`src/rtl/rfsq_cfg.svh`:
```
/*
 * rfsq_cfg.svh: offsets, field positions, reset values and timing counts
 * for the transponder read/write sequencer.
 * Assumes: included by bare name; counts are in field clocks.
 */
`ifndef RFSQ_CFG_SVH
`define RFSQ_CFG_SVH

// ****************************************************************
// apb register offsets (byte addresses)
// ****************************************************************
`define RFSQ_OFS_MEM0     8'h00
`define RFSQ_OFS_TRACE1   8'h20
`define RFSQ_OFS_TRACE2   8'h24
`define RFSQ_OFS_STATUS   8'h28
`define RFSQ_OFS_CFG      8'h2C
`define RFSQ_MEM_WORDS    10

// ****************************************************************
// configuration word fields (memory bit n sits at word bit 32-n)
// ****************************************************************
`define RFSQ_LIMIT_MSB    2
`define RFSQ_LIMIT_LSB    0
`define RFSQ_ST_BIT       3
`define RFSQ_PWD_BIT      4
`define RFSQ_POR_BIT      8
`define RFSQ_MOD_MSB      15
`define RFSQ_MOD_LSB      11
`define RFSQ_XMODE_BIT    17
`define RFSQ_RATE_MSB     20
`define RFSQ_RATE_LSB     18
`define RFSQ_MOD_MANCH    5'h08
`define RFSQ_CFG_RESET    32'h00000000

// ****************************************************************
// timing counts in field clocks
// ****************************************************************
`define RFSQ_CFG_FC       14'd192
`define RFSQ_DELAY_FC     14'd8190
`define RFSQ_RX_TMO_FC    14'd64
`define RFSQ_ZERO_MIN     14'd16
`define RFSQ_ZERO_MAX     14'd31
`define RFSQ_ONE_MIN      14'd48
`define RFSQ_ONE_MAX      14'd63

// ****************************************************************
// received command lengths in bits
// ****************************************************************
`define RFSQ_LEN_OPC      7'd2
`define RFSQ_LEN_DA       7'd6
`define RFSQ_LEN_AOR      7'd34
`define RFSQ_LEN_LONG     7'd38
`define RFSQ_LEN_PWWR     7'd70

`endif

```
`src/rtl/rfsq_pkg.sv`:
```
/*
 * rfsq_pkg: state types of the transponder read/write sequencer.
 * Assumes: compiled before rfsq_top.
 */
package rfsq_pkg;

	// main operating state
	typedef enum logic [1:0] {
		S_CFG,
		S_DELAY,
		S_READ,
		S_RX
	} rfsq_state_t;

	// position inside the transmit stream
	typedef enum logic [1:0] {
		T_ZERO,
		T_TERM,
		T_DATA
	} rfsq_tx_t;

	// whole state of the top module, except the memory
	typedef struct packed {
		logic        fc_m;
		logic        fc_s;
		logic        fc_d;
		logic        gp_m;
		logic        gp_s;
		logic        gp_d;
		rfsq_state_t st;
		rfsq_tx_t    tph;
		logic [13:0] cnt;
		logic [6:0]  per;
		logic [4:0]  bitn;
		logic [1:0]  termn;
		logic [2:0]  blk;
		logic        blkrd;
		logic [2:0]  sel_blk;
		logic        page;
		logic [31:0] cfg;
		logic [69:0] sh;
		logic [6:0]  nbits;
		logic        err;
		logic        mod;
		logic        txb;
		logic        rxd;
		logic [31:0] rdata;
		logic        ready;
		logic        slverr;
	} rfsq_regs_t;

endpackage

```
`src/rtl/rfsq_top.sv`:
```
/*
 * rfsq_top: control logic of a contactless transponder. Loads its
 * configuration, applies the start-up delay, streams memory blocks as
 * an nrz bit stream with damping level, and decodes reader commands
 * carried as gaps in the field. Memory contents are loaded over apb.
 * Assumes: i_fc is the recovered field clock and i_gap is high while
 * the field is off, both asynchronous to i_clk and far slower than it.
 */
`timescale 1ns/100ps
`include "rfsq_cfg.svh"

//Contract
//- load config from block 0 over 192 clocks
//- damping option: damp while loading configuration
//- startup hold bit adds 8190 clocks damping
//- gap during initialization restarts whole sequence
//- after initialization enter regular-read automatically
//- stream block 1 through limit, then wrap
//- limit 0..7; 1 repeats block1; 0 sends config
//- send one zero bit on entering read
//- opcode, zero, address selects repeated block read
//- password required; mismatch returns to regular read
//- page 1: block0 gives config, 3..7 zeros
//- terminator four ones, periods 2,4 modulation off; code keeps it on for manchester
//- terminator only with bit 29 and legacy mode
//- regular read: terminator at each pass start
//- block read or limit 0/1: terminator per block
//- gap spacing 24 means zero, 54 one
//- over 64 clocks idle ends write, check count
//- any failure abandons command, regular read
//- receive damping on from start gap to end
//- start gap accepted once configuration loaded; in startup hold delay a gap restarts
//- lone gap keeps previously selected page
//- opcode 1p page, 00 reset, 01 test; code rejects 01
//- spacing 16..31 zero, 48..63 one
module rfsq_top #(
	parameter int  DAMP_OPT = 1                // 1: damping option fitted
) (
	input  wire logic        i_clk,            // system clock, 25 MHz
	input  wire logic        i_rstn,           // power-on reset, active low
	input  wire logic        i_fc,             // recovered field clock
	input  wire logic        i_gap,            // high while field is off
	input  wire logic        i_psel,           // apb select
	input  wire logic        i_penable,        // apb enable
	input  wire logic        i_pwrite,         // apb write
	input  wire logic [7:0]  i_paddr,          // apb byte address
	input  wire logic [31:0] i_pwdata,         // apb write data
	output logic      [31:0] o_prdata,         // apb read data
	output logic             o_pready,         // apb ready
	output logic             o_pslverr,        // apb error, unmapped or write to status/config
	output logic             o_mod,            // load damping on
	output logic             o_tx_bit,         // underlying transmit bit
	output logic             o_rx_damp         // receive damping on
);
	import rfsq_pkg::*;

	// ****************************************************************
	// state and memory
	// ****************************************************************
	rfsq_regs_t  r;
	rfsq_regs_t  next_r;
	logic [31:0] mem [`RFSQ_MEM_WORDS];

	logic        fc_rise;
	logic        gap_rise;
	logic [6:0]  rate_m1;
	logic [2:0]  lim;
	logic        st_on;
	logic        manch;
	logic [31:0] cur_word;
	logic [2:0]  first_blk;
	logic [2:0]  last_blk;
	logic        bit_val;
	logic        bit_ok;
	logic [1:0]  op;
	logic        pw_ok;
	logic        cmd_ok;
	logic        cmd_blk;
	logic [2:0]  cmd_addr;
	logic        apb_setup;
	logic [3:0]  widx;

	// ****************************************************************
	// decoded helpers
	// ****************************************************************

	// edges of synchronised field clock and gap
	assign fc_rise  = r.fc_s & ~r.fc_d;
	assign gap_rise = r.gp_s & ~r.gp_d;
	assign lim      = r.cfg[`RFSQ_LIMIT_MSB:`RFSQ_LIMIT_LSB];
	assign st_on    = r.cfg[`RFSQ_ST_BIT] & ~r.cfg[`RFSQ_XMODE_BIT];
	assign manch    = (r.cfg[`RFSQ_MOD_MSB:`RFSQ_MOD_LSB] == `RFSQ_MOD_MANCH);
	assign apb_setup = i_psel & ~i_penable;
	assign widx     = i_paddr[5:2];

	// bit period in field clocks, minus one
	always_comb begin
		unique case (r.cfg[`RFSQ_RATE_MSB:`RFSQ_RATE_LSB])
			3'h0: rate_m1 = 7'd7;
			3'h1: rate_m1 = 7'd15;
			3'h2: rate_m1 = 7'd31;
			3'h3: rate_m1 = 7'd39;
			3'h4: rate_m1 = 7'd49;
			3'h5: rate_m1 = 7'd63;
			3'h6: rate_m1 = 7'd99;
			3'h7: rate_m1 = 7'd127;
		endcase
	end

	// block range of one pass
	always_comb begin
		if (r.blkrd) begin
			first_blk = r.sel_blk;
			last_blk  = r.sel_blk;
		end else begin
			first_blk = (lim == 3'h0) ? 3'h0 : 3'h1;
			last_blk  = lim;
		end
	end

	// word of the block being sent
	always_comb begin
		cur_word = 32'h00000000;
		if (!r.page || r.blk == 3'h0) begin
			cur_word = mem[r.blk];
		end else if (r.blk == 3'h1 || r.blk == 3'h2) begin
			cur_word = (r.blk == 3'h1) ? mem[8] : mem[9];
		end
	end

	// classify a gap spacing
	always_comb begin
		bit_val = 1'b0;
		bit_ok  = 1'b0;
		if (r.cnt >= `RFSQ_ZERO_MIN && r.cnt <= `RFSQ_ZERO_MAX) begin
			bit_ok = 1'b1;
		end else if (r.cnt >= `RFSQ_ONE_MIN && r.cnt <= `RFSQ_ONE_MAX) begin
			bit_ok  = 1'b1;
			bit_val = 1'b1;
		end
	end

	// decode a finished command
	always_comb begin
		cmd_ok   = 1'b0;
		cmd_blk  = 1'b0;
		cmd_addr = r.sh[2:0];
		op       = 2'b00;
		pw_ok    = 1'b0;
		unique case (r.nbits)
			`RFSQ_LEN_OPC: begin
				op     = r.sh[1:0];
				cmd_ok = (op != 2'b01);
			end
			`RFSQ_LEN_DA: begin
				op      = r.sh[5:4];
				cmd_ok  = op[1] & ~r.sh[3] & ~r.cfg[`RFSQ_PWD_BIT];
				cmd_blk = 1'b1;
			end
			`RFSQ_LEN_AOR: begin
				op     = r.sh[33:32];
				pw_ok  = (r.sh[31:0] == mem[7]);
				cmd_ok = op[1] & r.cfg[`RFSQ_PWD_BIT] & pw_ok;
			end
			`RFSQ_LEN_LONG: begin
				op      = r.sh[37:36];
				pw_ok   = (r.sh[35:4] == mem[7]);
				// password direct access, or plain write
				cmd_ok  = op[1] & (r.cfg[`RFSQ_PWD_BIT] ?
					(pw_ok & ~r.sh[3]) : 1'b1);
				cmd_blk = 1'b1;
			end
			`RFSQ_LEN_PWWR: begin
				op      = r.sh[69:68];
				pw_ok   = (r.sh[67:36] == mem[7]);
				cmd_ok  = op[1] & r.cfg[`RFSQ_PWD_BIT] & pw_ok;
				cmd_blk = 1'b1;
			end
			default: begin
				cmd_ok = 1'b0;
			end
		endcase
		cmd_ok = cmd_ok & ~r.err;
	end

	// ****************************************************************
	// next state
	// ****************************************************************
	always_comb begin
		next_r      = r;
		next_r.fc_m = i_fc;
		next_r.fc_s = r.fc_m;
		next_r.fc_d = r.fc_s;
		next_r.gp_m = i_gap;
		next_r.gp_s = r.gp_m;
		next_r.gp_d = r.gp_s;

		unique case (r.st)
			S_CFG: begin
				if (fc_rise) begin
					next_r.cnt = r.cnt + 14'd1;
				end
				if (fc_rise && r.cnt == `RFSQ_CFG_FC - 14'd1) begin
					next_r.cfg = mem[0];
					next_r.cnt = 14'd0;
					if (mem[0][`RFSQ_POR_BIT]) begin
						next_r.st = S_DELAY;
					end else begin
						next_r.st    = S_READ;
						next_r.blkrd = 1'b0;
						next_r.tph   = T_ZERO;
						next_r.per   = 7'd0;
						next_r.bitn  = 5'd31;
						next_r.blk   = (mem[0][`RFSQ_LIMIT_MSB:`RFSQ_LIMIT_LSB] == 3'h0)
							? 3'h0 : 3'h1;
					end
				end
			end
			S_DELAY: begin
				if (fc_rise) begin
					next_r.cnt = r.cnt + 14'd1;
				end
				if (fc_rise && r.cnt == `RFSQ_DELAY_FC - 14'd1) begin
					next_r.st    = S_READ;
					next_r.blkrd = 1'b0;
					next_r.tph   = T_ZERO;
					next_r.per   = 7'd0;
					next_r.bitn  = 5'd31;
					next_r.blk   = (lim == 3'h0) ? 3'h0 : 3'h1;
				end
			end
			S_READ: begin
				if (gap_rise) begin
					next_r.st    = S_RX;
					next_r.cnt   = 14'd0;
					next_r.nbits = 7'd0;
					next_r.err   = 1'b0;
					next_r.sh    = 70'h0;
				end else if (fc_rise) begin
					if (r.per == rate_m1) begin
						next_r.per = 7'd0;
						unique case (r.tph)
							T_ZERO: begin
								next_r.tph   = st_on ? T_TERM : T_DATA;
								next_r.termn = 2'd0;
								next_r.bitn  = 5'd31;
							end
							T_TERM: begin
								next_r.termn = r.termn + 2'd1;
								if (r.termn == 2'd3) begin
									next_r.tph = T_DATA;
								end
							end
							T_DATA: begin
								next_r.bitn = r.bitn - 5'd1;
								if (r.bitn == 5'd0) begin
									if (r.blk == last_blk) begin
										next_r.blk   = first_blk;
										next_r.termn = 2'd0;
										// new pass: terminator first
										next_r.tph   = st_on ? T_TERM : T_DATA;
									end else begin
										next_r.blk = r.blk + 3'h1;
									end
								end
							end
							default: begin
								next_r.tph = T_ZERO;
							end
						endcase
					end else begin
						next_r.per = r.per + 7'd1;
					end
				end
			end
			S_RX: begin
				if (fc_rise && r.cnt != 14'h3FFF) begin
					next_r.cnt = r.cnt + 14'd1;
				end
				if (gap_rise) begin
					next_r.cnt = 14'd0;
					next_r.sh  = {r.sh[68:0], bit_val};
					if (!bit_ok || r.nbits == 7'h7F) begin
						next_r.err = 1'b1;
					end else begin
						next_r.nbits = r.nbits + 7'd1;
					end
				end else if (fc_rise && r.cnt >= `RFSQ_RX_TMO_FC) begin
					// leave write mode, act on the command
					next_r.st   = S_READ;
					next_r.tph  = T_ZERO;
					next_r.per  = 7'd0;
					next_r.bitn = 5'd31;
					next_r.cnt  = 14'd0;
					if (cmd_ok && r.nbits == `RFSQ_LEN_OPC && op == 2'b00) begin
						next_r.st = S_CFG;
					end
					if (cmd_ok && op[1]) begin
						next_r.page    = op[0];
						next_r.blkrd   = cmd_blk;
						next_r.sel_blk = cmd_addr;
					end else begin
						next_r.blkrd = 1'b0;
					end
					if (cmd_ok && cmd_blk) begin
						next_r.blk = cmd_addr;
					end else begin
						next_r.blk = (lim == 3'h0) ? 3'h0 : 3'h1;
					end
				end
			end
		endcase

		// a gap during initialization starts it again
		if ((r.st == S_CFG || r.st == S_DELAY) && gap_rise) begin
			next_r.st  = S_CFG;
			next_r.cnt = 14'd0;
		end

		// damping and transmit bit outputs
		next_r.rxd = (r.st == S_RX);
		next_r.txb = 1'b0;
		unique case (r.st)
			S_CFG:   next_r.mod = (DAMP_OPT != 0);
			S_DELAY: next_r.mod = 1'b1;
			S_RX:    next_r.mod = 1'b1;
			S_READ: begin
				unique case (r.tph)
					T_ZERO: next_r.mod = 1'b0;
					T_TERM: begin
						next_r.txb = 1'b1;
						next_r.mod = r.termn[0] ? manch : 1'b1;
					end
					default: begin
						next_r.txb = cur_word[r.bitn];
						next_r.mod = cur_word[r.bitn];
					end
				endcase
			end
		endcase

		// apb slave: answer in the cycle after setup
		next_r.ready  = apb_setup;
		next_r.slverr = 1'b0;
		next_r.rdata  = 32'h00000000;
		if (apb_setup) begin
			if (i_paddr[1:0] != 2'b00 || i_paddr[7:2] > 6'h0B) begin
				next_r.slverr = 1'b1;
			end else if (i_paddr == `RFSQ_OFS_STATUS) begin
				next_r.rdata = {16'h0000, r.nbits, r.blk, r.page, r.blkrd,
					r.st, r.tph};
			end else if (i_paddr == `RFSQ_OFS_CFG) begin
				next_r.rdata = r.cfg;
			end else begin
				next_r.rdata = mem[widx];
			end
			if (i_pwrite && i_paddr >= `RFSQ_OFS_STATUS) begin
				next_r.slverr = 1'b1;
			end
		end
	end

	// ****************************************************************
	// registers
	// ****************************************************************

	// state register
	always_ff @(posedge i_clk or negedge i_rstn) begin
		if (!i_rstn) begin
			r       <= '0;
			r.st    <= S_CFG;
			r.tph   <= T_ZERO;
			r.cfg   <= `RFSQ_CFG_RESET;
			r.bitn  <= 5'd31;
		end else begin
			r <= next_r;
		end
	end

	// memory contents, written at the access phase
	always_ff @(posedge i_clk) begin
		if (i_psel && i_penable && r.ready && !r.slverr && i_pwrite) begin
			mem[widx] <= i_pwdata;
		end
	end

	// outputs straight from flip-flops
	assign o_prdata  = r.rdata;
	assign o_pready  = r.ready;
	assign o_pslverr = r.slverr;
	assign o_mod     = r.mod;
	assign o_tx_bit  = r.txb;
	assign o_rx_damp = r.rxd;

endmodule

```
`config.mk`:
```
export PLATFORM = sky130hd
export DESIGN_NAME = rfsq_top
export DESIGN_NICKNAME = d
export VERILOG_FILES = /design/src/rtl/rfsq_pkg.sv /design/src/rtl/rfsq_top.sv
export VERILOG_INCLUDE_DIRS = /design/src /design/src/rtl
export SDC_FILE = /design/constraint.sdc
export NUM_CORES = 1
export LEC_CHECK = 0
export BUFFER_PORTS_ARGS = -buffer_cell sky130_fd_sc_hd__buf_2
export CORE_MARGIN = 5
export CORE_UTILIZATION = 50
export CTS_BUF_LIST = sky130_fd_sc_hd__clkbuf_4 sky130_fd_sc_hd__clkbuf_8
export DETAILED_ROUTE_END_ITERATION = 8
export GPL_TIMING_DRIVEN = 1
export PLACE_DENSITY = 0.66
export RECOVER_POWER = 50
export SLEW_MARGIN = 15
export SYNTH_ARGS = -nofsm -noshare
export SYNTH_HDL_FRONTEND = slang
export SYNTH_SLANG_ARGS = --single-unit
export TNS_END_PERCENT = 5
```
`constraint.sdc`:
```
create_clock -name i_clk -period 6.4 [get_ports i_clk]
set_input_delay 0.32 -clock i_clk [delete_from_list [all_inputs] [get_ports i_clk]]
set_output_delay 0.32 -clock i_clk [all_outputs]
set_load 0.005 [all_outputs]
```
[Word level (Yosys, flattened, before mapping)]
Memory sizes are Yosys's and may differ from the RTL's.
Index checks and enable logic that the tools add are counted.
Cells by class
  add/sub/neg operators: 6
  $lt $le $gt $ge: 8
  equality and inequality tests: 52
  mux-type cells: 81
  bitwise logic cells: 21
  reduce and logical (&&, ||, !) cells: 50
Operator list (number)
  2-to-1 mux 32 bit: 7
  2-to-1 mux 78 bit: 2
  one-hot mux 78 bit (2 select lines): 1
  one-hot mux 30 bit (4 select lines): 1
  == test 32 bit: 3
  2-to-1 mux 14 bit: 5
  2-to-1 mux 30 bit: 2
  2-to-1 mux 12 bit: 3
  2-to-1 mux 17 bit: 2
  2-to-1 mux 2 bit: 13
  2-to-1 mux 4 bit: 6
  != test 2 bit (second input constant): 12
  2-to-1 mux 1 bit: 17
  == test 8 x 6 -> 1 bit (second input constant): 2
  logical AND 1 bit: 16
  2-to-1 mux 8 bit: 2
  2-to-1 mux 3 bit: 5
  adder 14 x 1 -> 14 bit (second input constant): 1
  adder 7 x 1 -> 7 bit (second input constant): 2
  == test 14 x 13 -> 1 bit (second input constant): 1
  == test 14 x 8 -> 1 bit (second input constant): 1
  == test 7 x 6 -> 1 bit (second input constant): 2
  == test 7 bit (second input constant): 2
  >= comparator 14 x 5 -> 1 bit (second input constant): 1
  55 further kinds: 109
Word-level totals
  register bits: 193
  bits in writable memories: 320
  bits in read-only memories: 48
  input bits: 47
  output and inout port bits: 37
  logic and storage cells: 246
  memories kept: 2
Memory list
  mem: depth 10, width 32, rd ports 6, clocked after Yosys merged registers in 0, wr ports 1, RTL line rfsq_top.sv:62  | logic [31:0] mem [`RFSQ_MEM_WORDS];
  (name not given): depth 8, width 6, rd ports 1, clocked after Yosys merged registers in 0, wr ports 0, RTL line rfsq_top.sv:98  | unique case (r.cfg[`RFSQ_RATE_MSB:`RFSQ_RATE_LSB])

[Depth between registers and ports, before layout]
An unclocked memory read counts as a cell.
  depth in word-level cells: 14
  depth in mapped cells: 14
  mapped depth without buffers: 9

[Worst setup path after synthesis]
OpenSTA, ideal clock, no wires.
  path type: input to register
  start point: input port i_paddr[3]
  end point: memory mem[2][0] (enable)
  arrival: 4.336 ns
  required time: 5.898 ns
  setup slack: 1.562 ns
  stages: 5
  cells stage by stage: clkbuf_1 -> clkbuf_1 -> buf_1 -> nand2_1 -> nor4_1
RTL lines
  start: declaration: RTL line rfsq_top.sv:46  | input wire logic [7:0] i_paddr,
  end: declaration: RTL line rfsq_top.sv:62
No word-level cell before the write port.

==> out/qor.yml <==
clk_pin_slew_ns: 0.06
grt_pass1_vias: 16900
critical_path.slowest_cell: "clkbuf_1"
avgSynthCellArea_um2: 14.2
clk_latency_ns: 0.67
yosys.cell_types.count: 92
coreArea_um2: 50100
grt_max_degree: 102
hold_viol: 0
multi_input_area_um2: 10000
slew-limit-headroom_pct: -131
drive_gt1_share_pct: 22.4
crit_buf_inv: 2
required_ns: 5.88
timing.fmax_ghz: 0.260
post_dp_cell_area_um2: 26100
final_common_cell: "edfxtp_1"
drtIter0Drc: 2054
critical_path_class: "in2async"
cts_tree: "done"
status: "finished with violations"
fillers: 4130
worstPathCellList: "dlygate4sd3_1 -> clkbuf_1"
pin_count: 84
critPathCaptureType: "asynchronous set/reset pin"
syn_area_um2: 25300
worstSetupStartpointType: "input port"
wire_per_inst_um: 28.1
die_area_um2: 55200
violations: "max-capacitance violations, max-slew violations"
numCtsBuffers: 88
met2_usage_pct: 40.0
fp.dieW_um: 235
antenna_found_initial: 2
area_delta_synth_final_pct: 11.2
crit_path_max_fanout: 57
p_leak_uw: 0.0101
cts_setup_buffers: 0
drc_errors: 0
rr_startpoint: "r[152]"
num_vias: 16900
layout_common_cells: "edfxtp_1, dfrtp_1, mux4_2, xnor2_1, clkbuf_8"
rsz0062_at_grt: "no"
post-route-period-util_pct: 60.0
p_comb_share_pct: 4.0
critical_path_arrival_ns: 3.32
synthFlopType: "edfxtp_1"
root_buffer: "clkbuf_8"
fin_crit_ns: 3.84
fin_area_um2: 28100
ys_ff_latch: 513
drv_cap: 1
grt_util_met1_pct: 37.9
ir_worst_vdd_v: 0.000168
seqPwrFrac_pct: 52.1
grt_first_pass_wirelength_um: 109000
crit_cells: 2
switching_share_pct: 22.4
layout.cells.non_filler: 2622
critPathLaunch: "i_rstn"
grt_usage_pct: 26.0
async_flop_share_pct: 37.6
rows: 82
syn-num-nets: 1850
internal-power_uw: 5290
globalRoute.busiestLayer: "met2"
crit_family: "buffers and inverters"
initial_core_util_pct: 50.5
cts_buffer_depth: 3
syn-instance-count: 1787
place_inst: 2427
ant_nets: 0
final_core_util_pct: 56.2
post-dp-hpwl_um: 48800
r2r_end: "o_tx_bit"
hold_path.class: "in2reg"
power_frac_clock_pct: 43.9
grt.overflow.total: 0
gp_congestion: 0.916
r2r_slack_ns: 2.73
max_stage_delay_ns: 2.43
holdPathStages: 4
ys_seq_area_share_pct: 57.1
viasPerCell: 6.45
die_y_um: 235
fin_tns_setup_ns: 0
ctsHtreeMaxLevel: 3
drt_wl_total_um: 73600
final_nets: 1941
synth_edf_count: 320
endpoint: "r[152]"
power_density_nw_per_um2: 242
reg2reg_depth: 10
yosys_warnings: 0
grtUsageMet3_pct: 6.00
p_switching_uw: 1530
worstMarginPinSlew_ns: 3.47
dr.pass1.iters: 7
clock_sinks: 513
fin_skew_ns: 0.0257
final-seq-area_um2: 14500
port_buffers: 83
finalSetupViolCount: 0
drv_slew: 58
[synthesized netlist by cell type, drive strengths merged, types with 28 or more instances]
library cell,instances,area (µm²)
nor2b,39,244
buf,72,454
mux2i,79,791
mux2,51,574
xnor2,100,876
dfrtp,188,4700
clkbuf,75,322
a22o,73,639
edfxtp,320,9610
nand2,84,318
nor3,33,176
nor2,87,337
a211oi,66,508
nand4,36,240
a21oi,63,315
o21ai,28,151
mux4,131,2950
[stage by stage]
step | total power [µW] | hold WS (ns) | setup slack (ns)
after floorplan | 3750 | 0.0244 | 1.56
after global placement | 3870 | 0.283 | 2.82
after detailed placement | 3880 | 0.286 | 2.74
after global routing | 7020 | 0.0726 | 1.78
after CTS | 6860 | 0.00271 | 2.73
final | 6810 | 0.0782 | 2.56
[sequential cells by signal (all words and copies together) (netlist names), 3 cells and up]
register,count
next_r,4
lim,3
mem,320
o_prdata,32
r,146
cmd_addr,3
[final cells by class]
| class | instances | area share (%) |
|---|---|---|
| multi-input cells | 1101 | 35.6 |
| inverters | 25 | 0.334 |
| clock inverters | 30 | 0.605 |
| diodes | 1 | 0.00890 |
| flip-flops and latches | 513 | 51.4 |
| well taps | 672 | 2.99 |
| clock buffers | 131 | 5.72 |
| repair buffers | 149 | 3.33 |
[power groups by stage]
stage	Sequential [µW]	Combinational (µW)	Clock, µW
after floorplan	3610	141	0
after global placement	3610	255	0
after detailed placement	3620	260	0
after CTS	3550	277	3040
after global routing	3550	294	3170
final	3550	272	2990
[cells by family (layout without fill, tap and decap cells)]
| group | count (synthesis) | count (layout) | synth area share [%] |
|---|---|---|---|
| flip-flops | 513 | 513 | 57.1 |
| other | 0 | 1 | 0 |
| AND/OR/NAND/NOR | 367 | 367 | 7.51 |
| adder cells (fa/ha/maj) | 16 | 16 | 0.791 |
| AO/OA/AOI/OAI | 343 | 343 | 10.0 |
| multiplexers | 261 | 261 | 17.1 |
| XOR/XNOR | 114 | 114 | 3.95 |
| buffers and inverters | 173 | 335 | 3.57 |
[worst min path at each step]
stage,start,end,slack [ns]
4_1_cts,i_pwdata[13],mem[7][13],0.003
5_1_grt,i_pwrite,o_pslverr,0.07
3_5_place_dp,i_rstn,next_r[187],0.29
3_3_place_gp,i_rstn,r[187],0.28
6_report,i_pwrite,o_pslverr,0.08
2_1_floorplan,i_rstn,cmd_addr[0],0.02
[routing by layer]
layer,up-vias,routed length [µm]
met4,0,1690
met2,892,34000
li1,7162,-
met1,8746,30600
met5,-,0
met3,121,7310
[repair_timing]
item | in CTS | in global routing
hold endpoints to repair | 284 | 0
hold buffers | 33 | 0
gates resized for setup | 0 | 0
Power figures use the tool's default switching activity.
